**config.mk**
```make
export PLATFORM = sky130hd
export DESIGN_NAME = value_packet_encoder
export DESIGN_NICKNAME = d
export VERILOG_FILES = /design/src/verilog/packet_byte_store.v /design/src/verilog/value_packet_encoder.v
export VERILOG_INCLUDE_DIRS = /design/src /design/src/verilog
export SDC_FILE = /design/constraint.sdc
export NUM_CORES = 1
export LEC_CHECK = 0
export ABC_AREA = 1
export ABC_CLOCK_PERIOD_IN_PS = 7100
export BUFFER_PORTS_ARGS = -buffer_cell sky130_fd_sc_hd__buf_4
export CORE_MARGIN = 3
export CORE_UTILIZATION = 58
export CTS_BUF_LIST = sky130_fd_sc_hd__clkbuf_4 sky130_fd_sc_hd__clkbuf_8
export DETAILED_ROUTE_END_ITERATION = 10
export PLACE_DENSITY_LB_ADDON = 0.1
export RECOVER_POWER = 50
export SYNTH_ARGS = -nofsm -noshare
export SYNTH_HDL_FRONTEND = slang
export SYNTH_HIERARCHICAL = 1
export SYNTH_SLANG_ARGS = --single-unit
```
**constraint.sdc**
```tcl
create_clock -name clk_sys -period 7.1 [get_ports clk_sys]
set_clock_uncertainty 0.05 [all_clocks]
set_input_delay 1.42 -clock clk_sys [delete_from_list [all_inputs] [get_ports clk_sys]]
set_output_delay 1.42 -clock clk_sys [all_outputs]
set_load 0.02 [all_outputs]
```
**src/verilog/value_packet_regs.vh**
```
// constants for the traced data value packet encoder
`ifndef VALUE_PACKET_REGS_VH
`define VALUE_PACKET_REGS_VH

// header prefixes
`define HDR_GENERAL      4'h2
`define HDR_SHORT_OFS    5'h06
`define HDR_MEDIUM_OFS   3'h2
`define HDR_TINY         6'h04
`define HDR_COMBINED     5'h03

// payload byte codes of the general packet
`define SIZE_SIX_BYTES   3'h5
`define SIZE_EIGHT_BYTES 3'h6
`define SIZE_RESERVED    3'h7

// tag width and reset value
`define TAG_WIDTH        32
`define TAG_RESET        32'h00000000
// a 32-bit tag can need five key bytes, but a key is capped at one byte
`define KEY_BYTE_MAX     4'd1

// register map (word offsets as byte addresses)
`define REG_CTRL         8'h00
`define REG_STATUS       8'h04
`define REG_DATA_LO      8'h08
`define REG_DATA_HI      8'h0c
`define REG_KEY          8'h10
`define REG_TAG          8'h14
`define REG_COUNT        8'h18

// ctrl bit positions
`define CTRL_GO          0
`define CTRL_WIDE        1
`define CTRL_ADDRLESS    2
`define CTRL_CNT_LO      4
`define CTRL_FORCE_GEN   6

`endif

```
**src/verilog/packet_byte_store.v**
```verilog
// small register-output memory holding the bytes of one packet
`timescale 1ns/1ps
`default_nettype none
module packet_byte_store (
	// clock and reset
	input  wire       clk_sys,
	input  wire       reset,
	// write port
	input  wire       wr_en,
	input  wire [3:0] wr_addr,
	input  wire [7:0] wr_data,
	// read port
	input  wire [3:0] rd_addr,
	output reg  [7:0] rd_data
);
	reg [7:0] mem [0:15];

	// writes store bytes; reads come out of a register
	always @(posedge clk_sys) begin
		if (wr_en) begin
			mem[wr_addr] <= wr_data;
		end
	end

	always @(posedge clk_sys or posedge reset) begin
		if (reset) begin
			rd_data <= 8'h00;
		end else begin
			rd_data <= mem[rd_addr];
		end
	end
endmodule // packet_byte_store
`default_nettype wire

```
**src/verilog/value_packet_encoder.v**
```verilog
// traced data value packet encoder with an ahb-lite register slave
// Contract
// - general packet carries up to 64 bits; header 0010, key flag, size code
// - size code 0-4 gives 0-4 bytes, 101 six, 110 eight, 111 reserved
// - size code counts payload bytes only, never the value width
// - no key flag means key is tag plus one; flag set adds key bytes
// - key bytes limited to what the tag width needs; the encoder caps keys at KEY_BYTE_MAX, one byte
// - only key bytes carry continuation bit 7; data bytes carry none
// - data bits above the emitted bytes read as zero
// - short offset packet only for values up to 16 bits with small offset
// - short selector picks +2, +3 or -1 and zero to two bytes
// - short packet value bits above sixteen are zero
// - emit only the least significant bytes needed for the value
// - medium offset packet for 32 or 64 bit values at medium offset
// - medium offset is field plus 2, or field minus 8 with range bit
// - medium byte bit selects four or eight data bytes
// - tiny packet only for values 1 to 4 at tag plus one
// - tiny header 000100 with two bit field meaning value minus one
// - combined packet header 00011, byte bit, element count
// - address-less elements are count plus one; byte bit four or eight
// - receivers never infer transfer width from byte count
`timescale 1ns/1ps
`default_nettype none
`include "value_packet_regs.vh"
module value_packet_encoder (
	// clock and reset
	input  wire        clk_sys,
	input  wire        reset,
	// ahb-lite slave
	input  wire        hsel,
	input  wire [7:0]  haddr,
	input  wire [1:0]  htrans,
	input  wire        hwrite,
	input  wire [2:0]  hsize,
	input  wire [31:0] hwdata,
	input  wire        hready,
	output wire        hreadyout,
	output wire        hresp,
	output reg  [31:0] hrdata,
	// trace byte stream
	output reg  [7:0]  trace_byte,
	output reg         trace_valid,
	input  wire        trace_ready
);
	localparam ST_IDLE = 2'd0;
	localparam ST_LOAD = 2'd1;
	localparam ST_SEND = 2'd2;

	reg [31:0] data_lo_r, data_hi_r, key_r, value_tag_counter_r;
	reg        wide_r, addrless_r, force_gen_r;
	reg [1:0]  addrless_elem_count_r;
	reg [15:0] pkt_count_r;
	reg [1:0]  state_r;
	reg [3:0]  len_r, idx_r;
	reg        wr_pend_r;
	reg [7:0]  addr_pend_r;
	reg        build_r;

	wire [63:0] value = {data_hi_r, data_lo_r};
	wire [31:0] ofs = key_r - value_tag_counter_r;

	// number of bytes needed for a value up to 32 bits, leading zeros dropped; eight if any bit above 31 is set
	function [3:0] need_bytes;
		input [63:0] v;
		begin
			if (v[63:32] != 32'h0) need_bytes = 4'd8;
			else if (v[31:24] != 8'h0) need_bytes = 4'd4;
			else if (v[23:16] != 8'h0) need_bytes = 4'd3;
			else if (v[15:8] != 8'h0) need_bytes = 4'd2;
			else if (v[7:0] != 8'h0) need_bytes = 4'd1;
			else need_bytes = 4'd0;
		end
	endfunction

	// general packet size code; five bytes round up to six, seven to eight, never 111
	function [2:0] size_code;
		input [63:0] v;
		reg   [3:0]  n;
		begin
			n = need_bytes(v);
			if (v[63:48] != 16'h0) size_code = `SIZE_EIGHT_BYTES;
			else if (v[47:32] != 16'h0) size_code = `SIZE_SIX_BYTES;
			else size_code = n[2:0];
		end
	endfunction

	function [3:0] code_bytes;
		input [2:0] c;
		begin
			if (c == `SIZE_EIGHT_BYTES) code_bytes = 4'd8;
			else if (c == `SIZE_SIX_BYTES) code_bytes = 4'd6;
			else code_bytes = {1'b0, c};
		end
	endfunction

	// packet assembly into byte store
	reg        wr_en;
	reg [3:0]  wr_addr;
	reg [7:0]  wr_data;
	reg [3:0]  bcnt;
	reg [2:0]  sz;
	reg [3:0]  nb;
	reg        keyed;
	reg [7:0]  hdr;
	wire [7:0] rd_data;
	reg [3:0]  rd_addr;

	// choose format and header; bytes are then written one per cycle
	always @* begin
		sz = size_code(value);
		nb = need_bytes(value);
		keyed = 1'b0;
		bcnt = 4'd0;
		hdr = 8'h00;
		if (addrless_r) begin
			hdr = {`HDR_COMBINED, wide_r, addrless_elem_count_r};
			bcnt = wide_r ? 4'd8 : 4'd4;
		end else if (!force_gen_r && ofs == 32'd1 && value >= 64'd1 && value <= 64'd4) begin
			hdr = {`HDR_TINY, value[1:0] - 2'd1};
		end else if (!force_gen_r && value[63:16] == 48'h0 && nb <= 4'd2 &&
			(ofs == 32'd2 || ofs == 32'd3 || (ofs == 32'hffffffff && nb != 4'd0))) begin
			bcnt = nb;
			if (ofs == 32'd2) hdr = {`HDR_SHORT_OFS, nb[2:0]};
			else if (ofs == 32'd3) hdr = {`HDR_SHORT_OFS, nb[2:0] + 3'd3};
			else hdr = {`HDR_SHORT_OFS, nb[2:0] + 3'd5};
		end else if (!force_gen_r && nb >= 4'd3 &&
			((ofs >= 32'd2 && ofs <= 32'd9) || ofs >= 32'hfffffff8)) begin
			// offsets 2..9 or -8..-1; byte count from the value, not the transfer
			bcnt = (nb == 4'd8) ? 4'd8 : 4'd4;
			if (ofs >= 32'd2 && ofs <= 32'd9) hdr = {`HDR_MEDIUM_OFS, bcnt[3], 1'b0, ofs[2:0] - 3'd2};
			else hdr = {`HDR_MEDIUM_OFS, bcnt[3], 1'b1, ofs[2:0]};
		end else begin
			keyed = (ofs != 32'd1);
			hdr = {`HDR_GENERAL, keyed, sz};
			bcnt = code_bytes(sz);
		end
	end

	// key bytes: 7 bits each, continuation in bit 7 on all but the last byte
	function [7:0] key_byte;
		input [31:0] k;
		input [2:0]  i;
		input [3:0]  n;
		reg   [31:0] sh;
		begin
			sh = k >> (7 * i);
			key_byte = {({1'b0, i} + 4'd1) < n, sh[6:0]};
		end
	endfunction

	// key length capped at KEY_BYTE_MAX, one byte; key bits past the cap are not sent,
	// so software must keep keys inside the implemented tag range
	function [3:0] key_len;
		input [31:0] k;
		reg   [3:0]  n;
		begin
			if (k[31:28] != 4'h0) n = 4'd5;
			else if (k[27:21] != 7'h0) n = 4'd4;
			else if (k[20:14] != 7'h0) n = 4'd3;
			else if (k[13:7] != 7'h0) n = 4'd2;
			else n = 4'd1;
			key_len = (n > `KEY_BYTE_MAX) ? `KEY_BYTE_MAX : n;
		end
	endfunction

	reg [3:0]  klen_r;
	reg [7:0]  hdr_r;
	reg [3:0]  widx_r;

	// byte writer: header, key bytes, then data low byte first
	always @* begin
		wr_en = (state_r == ST_LOAD) && (widx_r != len_r); // spare last load cycle writes nothing
		wr_addr = widx_r;
		if (widx_r == 4'd0) wr_data = hdr_r;
		else if (widx_r <= klen_r) wr_data = key_byte(key_r, widx_r[2:0] - 3'd1, klen_r);
		else wr_data = value[((widx_r - klen_r - 4'd1) * 8) +: 8];
	end

	packet_byte_store u_store (
		.clk_sys (clk_sys),
		.reset   (reset),
		.wr_en   (wr_en),
		.wr_addr (wr_addr),
		.wr_data (wr_data),
		.rd_addr (rd_addr),
		.rd_data (rd_data)
	);

	wire busy = (state_r != ST_IDLE);
	wire ahb_take = hsel & hready & htrans[1];
	assign hreadyout = 1'b1;
	assign hresp = 1'b0;

	// the store reads one byte ahead of the stream, two ahead while a byte is taken,
	// because its read data arrive a cycle after the address
	always @* begin
		if (state_r == ST_SEND) begin
			if (trace_valid && trace_ready) rd_addr = idx_r + 4'd2;
			else rd_addr = idx_r + 4'd1;
		end else begin
			rd_addr = 4'd0;
		end
	end

	// sequencer and registers
	always @(posedge clk_sys or posedge reset) begin
		if (reset) begin
			data_lo_r <= 32'h0;
			data_hi_r <= 32'h0;
			key_r <= 32'h0;
			value_tag_counter_r <= `TAG_RESET;
			wide_r <= 1'b0;
			addrless_r <= 1'b0;
			force_gen_r <= 1'b0;
			addrless_elem_count_r <= 2'd0;
			pkt_count_r <= 16'h0;
			state_r <= ST_IDLE;
			len_r <= 4'd0;
			idx_r <= 4'd0;
			widx_r <= 4'd0;
			klen_r <= 4'd0;
			hdr_r <= 8'h00;
			wr_pend_r <= 1'b0;
			addr_pend_r <= 8'h00;
			build_r <= 1'b0;
			trace_valid <= 1'b0;
			trace_byte <= 8'h00;
			hrdata <= 32'h0;
		end else begin
			build_r <= 1'b0;
			wr_pend_r <= ahb_take & hwrite;
			if (ahb_take) addr_pend_r <= haddr;
			// register writes land in the data phase; ignored while busy
			if (wr_pend_r && !busy) begin
				case (addr_pend_r)
					`REG_CTRL: begin
						wide_r <= hwdata[`CTRL_WIDE];
						addrless_r <= hwdata[`CTRL_ADDRLESS];
						addrless_elem_count_r <= hwdata[`CTRL_CNT_LO +: 2];
						force_gen_r <= hwdata[`CTRL_FORCE_GEN];
						build_r <= hwdata[`CTRL_GO];
					end
					`REG_DATA_LO: data_lo_r <= hwdata;
					`REG_DATA_HI: data_hi_r <= hwdata;
					`REG_KEY: key_r <= hwdata;
					`REG_TAG: value_tag_counter_r <= hwdata;
					default: ;
				endcase
			end
			// reads answer straight from state
			if (ahb_take && !hwrite) begin
				case (haddr)
					`REG_STATUS: hrdata <= {31'h0, busy};
					`REG_DATA_LO: hrdata <= data_lo_r;
					`REG_DATA_HI: hrdata <= data_hi_r;
					`REG_KEY: hrdata <= key_r;
					`REG_TAG: hrdata <= value_tag_counter_r;
					`REG_COUNT: hrdata <= {16'h0, pkt_count_r};
					default: hrdata <= 32'h0;
				endcase
			end
			case (state_r)
				ST_IDLE: begin
					if (build_r) begin
						hdr_r <= hdr;
						klen_r <= keyed ? key_len(key_r) : 4'd0;
						len_r <= 4'd1 + (keyed ? key_len(key_r) : 4'd0) + bcnt;
						widx_r <= 4'd0;
						state_r <= ST_LOAD;
					end
				end
				ST_LOAD: begin
					// one spare cycle after the last write lets the header reach the read register
					widx_r <= widx_r + 4'd1;
					if (widx_r == len_r) begin
						idx_r <= 4'd0;
						state_r <= ST_SEND;
					end
				end
				ST_SEND: begin
					// first cycle: rd_data holds the header read at the last load edge
					if (!trace_valid) begin
						trace_valid <= 1'b1;
						trace_byte <= rd_data;
					end else if (trace_ready) begin
						if (idx_r + 4'd1 == len_r) begin
							trace_valid <= 1'b0;
							state_r <= ST_IDLE;
							value_tag_counter_r <= addrless_r ? value_tag_counter_r + 32'd1 : key_r;
							pkt_count_r <= pkt_count_r + 16'd1;
						end else begin
							idx_r <= idx_r + 4'd1;
							trace_byte <= rd_data;
						end
					end
				end
				default: state_r <= ST_IDLE;
			endcase
		end
	end
endmodule // value_packet_encoder
`default_nettype wire

```
==> metrics.yaml <==
run_status:
  status: "complete, but fails checks"
  violations: "max-capacitance violations, max-slew violations"
grt:
  grt_pass1_vias: 18851
  grt_max_degree: 146
  grt_antenna_before_repair: 1
  grt_pass1_wl_mm: 105
  gr-usage-all-layers_pct: 33.4
  overflow: 0
die:
  fp.dieW_um: 200
  pin_count: 94
  die_y_um: 200
  die_area_sq_um: 40000
  coreArea_sq_um: 36900
  start_util_pct: 59.3
  row_count: 70
power_and_ir_drop:
  pwr-share-seq_pct: 32.1
  max-vdd-ir-drop_v: 0.000182
  pwr-share-clk_pct: 24.3
  p_sw_share_pct: 43.2
  p_switching_uw: 3670
  comb_power_share_pct: 43.7
  power.internal_uw: 4830
  p_per_area_nw_per_um2: 353
  leakagePower_uw: 0.0122
cts:
  cts_root_buffer: "clkbuf_8"
  cts_setup_buffers: 0
  cts.clk_slew.worst_paths_ps: 60
  cts_resized: 0
  cts_buffers: 57
  cts.sinks: 360
  clockBufferDepth: 3
  clk_latency_ps: 640
  postCtsHoldBufs: 0
  cts_tree: "yes"
  h-tree-depth: 2
timing:
  hold_slack_ps: 419
  worstMarginPinSlew_ps: 3770
  hold_viol_final: 0
  period_minus_slack_ps: 5190
  timing.fmax_ghz: 0.193
  rsz0062_at_grt: "no"
  slew_violations: 378
  slew_headroom_pct: -151
  post-route-period-util_pct: 73.1
  setup_viol: 0
  tns_ps: 0
synthesis:
  yosys_warnings: 6
  yosysUniqueCellTypes: 57
  ys_ff_latch: 360
  synth_ff_type: "dfrtp_1"
  ys_seq_area_share_pct: 44.1
  synth.cell_area_sq_um: 21900
  avgSynthCellArea_sq_um: 7.40
  synth-edff-count: 128
  synthCells: 2954
  synthArstFlopShare_pct: 64.4
run:
  cap_violations: 5
critical_path:
  critPathLaunchType: "flip-flop"
  slowest_delay_ps: 970
  worst_ep_arrival_time_ps: 5390
  end_kind: "flip-flop"
  crit_type: "reg -> reg"
  crit_family: "compound AO/OA/AOI/OAI gates"
  cp_common_cell: "a21oi_1"
  worstPathRequired_ps: 7300
  critPathBufInv: 4
  r2r_slack_ps: 1910
  crit_fanout: 23
  crit_chain: "clkinv_1, ha_1, inv_1, fa_1, inv_1, ha_1, clkinv_1, a21oi_1, o21ai_0, o21ai_0, nand2_1, a21oi_1, nand3_1, a21oi_1"
  critPathSlowestCell: "a21oi_1"
final_layout:
  nNetsFinal: 3122
  antenna_cells: 0
  area_growth_pct: 10.1
  fillers: 3323
  drive_gt1_share_pct: 8.35
  post-route-util_pct: 65.2
  seqCellArea_sq_um: 9650
  multi_input_area_sq_um: 10100
route:
  drtAntennaViolNets: 0
  drcViolationCount: 0
  viasPerCell: 5.64
  firstDrtPassIters: 5
  routedWlPerCell_um: 19.2
  drtIter0Drc: 1948
  num_vias: 20130
  wl_mm: 68.5
place:
  place_hpwl_mm: 51.3
  port_buffers: 87
  place_congestion: 0.985
worst_hold_path:
  hold_path.class: "reg -> reg"
==> per-stage QoR <==
step	instance area (sq um)	total power, uW	setup slack [ps]	std cells
detailed placement	22900	6420	2060	3462
global placement	22900	6320	2190	3462
global route	24100	9040	1490	3570
floorplan	21900	5330	2710	2957
finish	24100	8490	1910	3570
CTS	24200	8490	2020	3570
==> state kept, by name, indices dropped and copies added (netlist names), 16 cells and up <==
register             count
value_tag_counter_r     32
hrdata                  32
key_r                   32
data_hi_r               32
pkt_count_r             16
u_store/mem            128
data_lo_r               32
==> worst reg2reg max path: cells and delay by family (launching register included) <==
family	cells	cell delay, ps
flip-flops	1	370
AND/OR/NAND/NOR	2	180
AO/OA/AOI/OAI	5	1700
buffers and inverters	4	1050
adder cells (fa/ha/maj)	3	1440
==> power by group through the flow <==
stage,Sequential [uW],Combinational (uW),Clock [uW]
5_1_grt,2740,4120,2180
3_3_place_gp,2740,3580,0
3_5_place_dp,2750,3670,0
2_1_floorplan,2740,2590,0
6_report,2720,3710,2060
4_1_cts,2710,3690,2080
==> cell usage after synthesis (4+ instances only) <==
| library cell | number | area, sq um |
|---|---|---|
| or2_2 | 4 | 25.0 |
| o211ai_1 | 15 | 113 |
| buf_6 | 6 | 67.6 |
| nor3_1 | 35 | 175 |
| a21oi_1 | 124 | 621 |
| dfrtp_1 | 232 | 5810 |
| a31oi_1 | 11 | 68.8 |
| fa_1 | 4 | 80.1 |
| nand3b_1 | 7 | 52.6 |
| nor2_2 | 14 | 87.6 |
| edfxtp_1 | 128 | 3840 |
| inv_2 | 11 | 41.3 |
| buf_4 | 7 | 52.6 |
| mux2_2 | 9 | 101 |
| a221oi_1 | 8 | 70.1 |
| o31ai_1 | 5 | 37.5 |
| clkbuf_1 | 76 | 285 |
| nand2_1 | 873 | 3280 |
| nand2_2 | 23 | 144 |
| nor4_1 | 20 | 125 |
| xor2_1 | 49 | 429 |
| nand4_1 | 34 | 213 |
| o21ai_0 | 293 | 1470 |
| buf_2 | 13 | 65.1 |
| nand3_1 | 220 | 1100 |
| clkinv_1 | 6 | 22.5 |
| ha_1 | 50 | 626 |
| nor2_1 | 162 | 608 |
| a21oi_2 | 5 | 43.8 |
| o22ai_1 | 30 | 188 |
| inv_1 | 434 | 1630 |
| xnor2_1 | 5 | 43.8 |
==> layer usage <==
metal / share of wire [%] / vias up / wire (um) / GRT usage [%]
li1: - / 9714 / - / -
met1: 39 / 9339 / 26600 / 42.0
met2: 47 / 878 / 32400 / 55.7
met3: 7.9 / 197 / 5400 / 5.18
met4: 6.1 / 2 / 4170 / 18.1
met5: 0.019 / - / 13 / 0
==> cell families (layout without fill, tap and decap cells) <==
kind of cell	count (synthesis)	after routing	share of synthesized area [%]
compound gates	507	507	12.6
xor+xnor	54	54	2.16
fa+ha+maj	54	54	3.23
buf+inv	556	665	9.95
flops	360	360	44.1
mux	9	9	0.464
other cells	2	5	0.0344
simple gates	1412	1412	27.4
==> layout by cell type (no fill, tap or decap), types with 5 or more instances in the layout <==
master	count
a21oi_1	122
a21oi_2	6
a221oi_1	8
a31oi_1	10
buf_4	60
clkbuf_1	44
clkbuf_4	14
clkbuf_8	78
clkinv_1	8
clkinv_2	8
conb_1	5
dfrtp_1	232
edfxtp_1	128
ha_1	50
inv_1	433
inv_2	11
mux2_2	9
nand2_1	871
nand2_2	25
nand3_1	220
nand3b_1	7
nand4_1	34
nor2_1	162
nor2_2	14
nor3_1	35
nor4_1	20
o211ai_1	15
o21ai_0	292
o22ai_1	29
o31ai_1	5
xnor2_1	5
xor2_1	49
==> final cells by class <==
cell class / count / area share, %
Clock inverter: 17 / 0.842
Multi-Input combinational cell: 2041 / 41.9
Inverter: 451 / 7.04
Clock buffer: 91 / 4.87
Timing Repair Buffer: 106 / 2.61
Tap cell: 504 / 2.62
Sequential cell: 360 / 40.1
==> path summary, 6_finish.rpt <==
kind | cells past startpoint | endpoint | from
min | 1 | pkt_count_r[14] | pkt_count_r[14]
min in group asynchronous | 2 | u_store/rd_data[2] | reset
max reg2reg | 14 | u_store/mem[3][1] | widx_r[0]
max | 14 | u_store/mem[3][1] | widx_r[0]
min reg2reg | 1 | pkt_count_r[14] | pkt_count_r[14]
max in group asynchronous | 3 | trace_valid | reset
(Power assumes the default switching activity.)
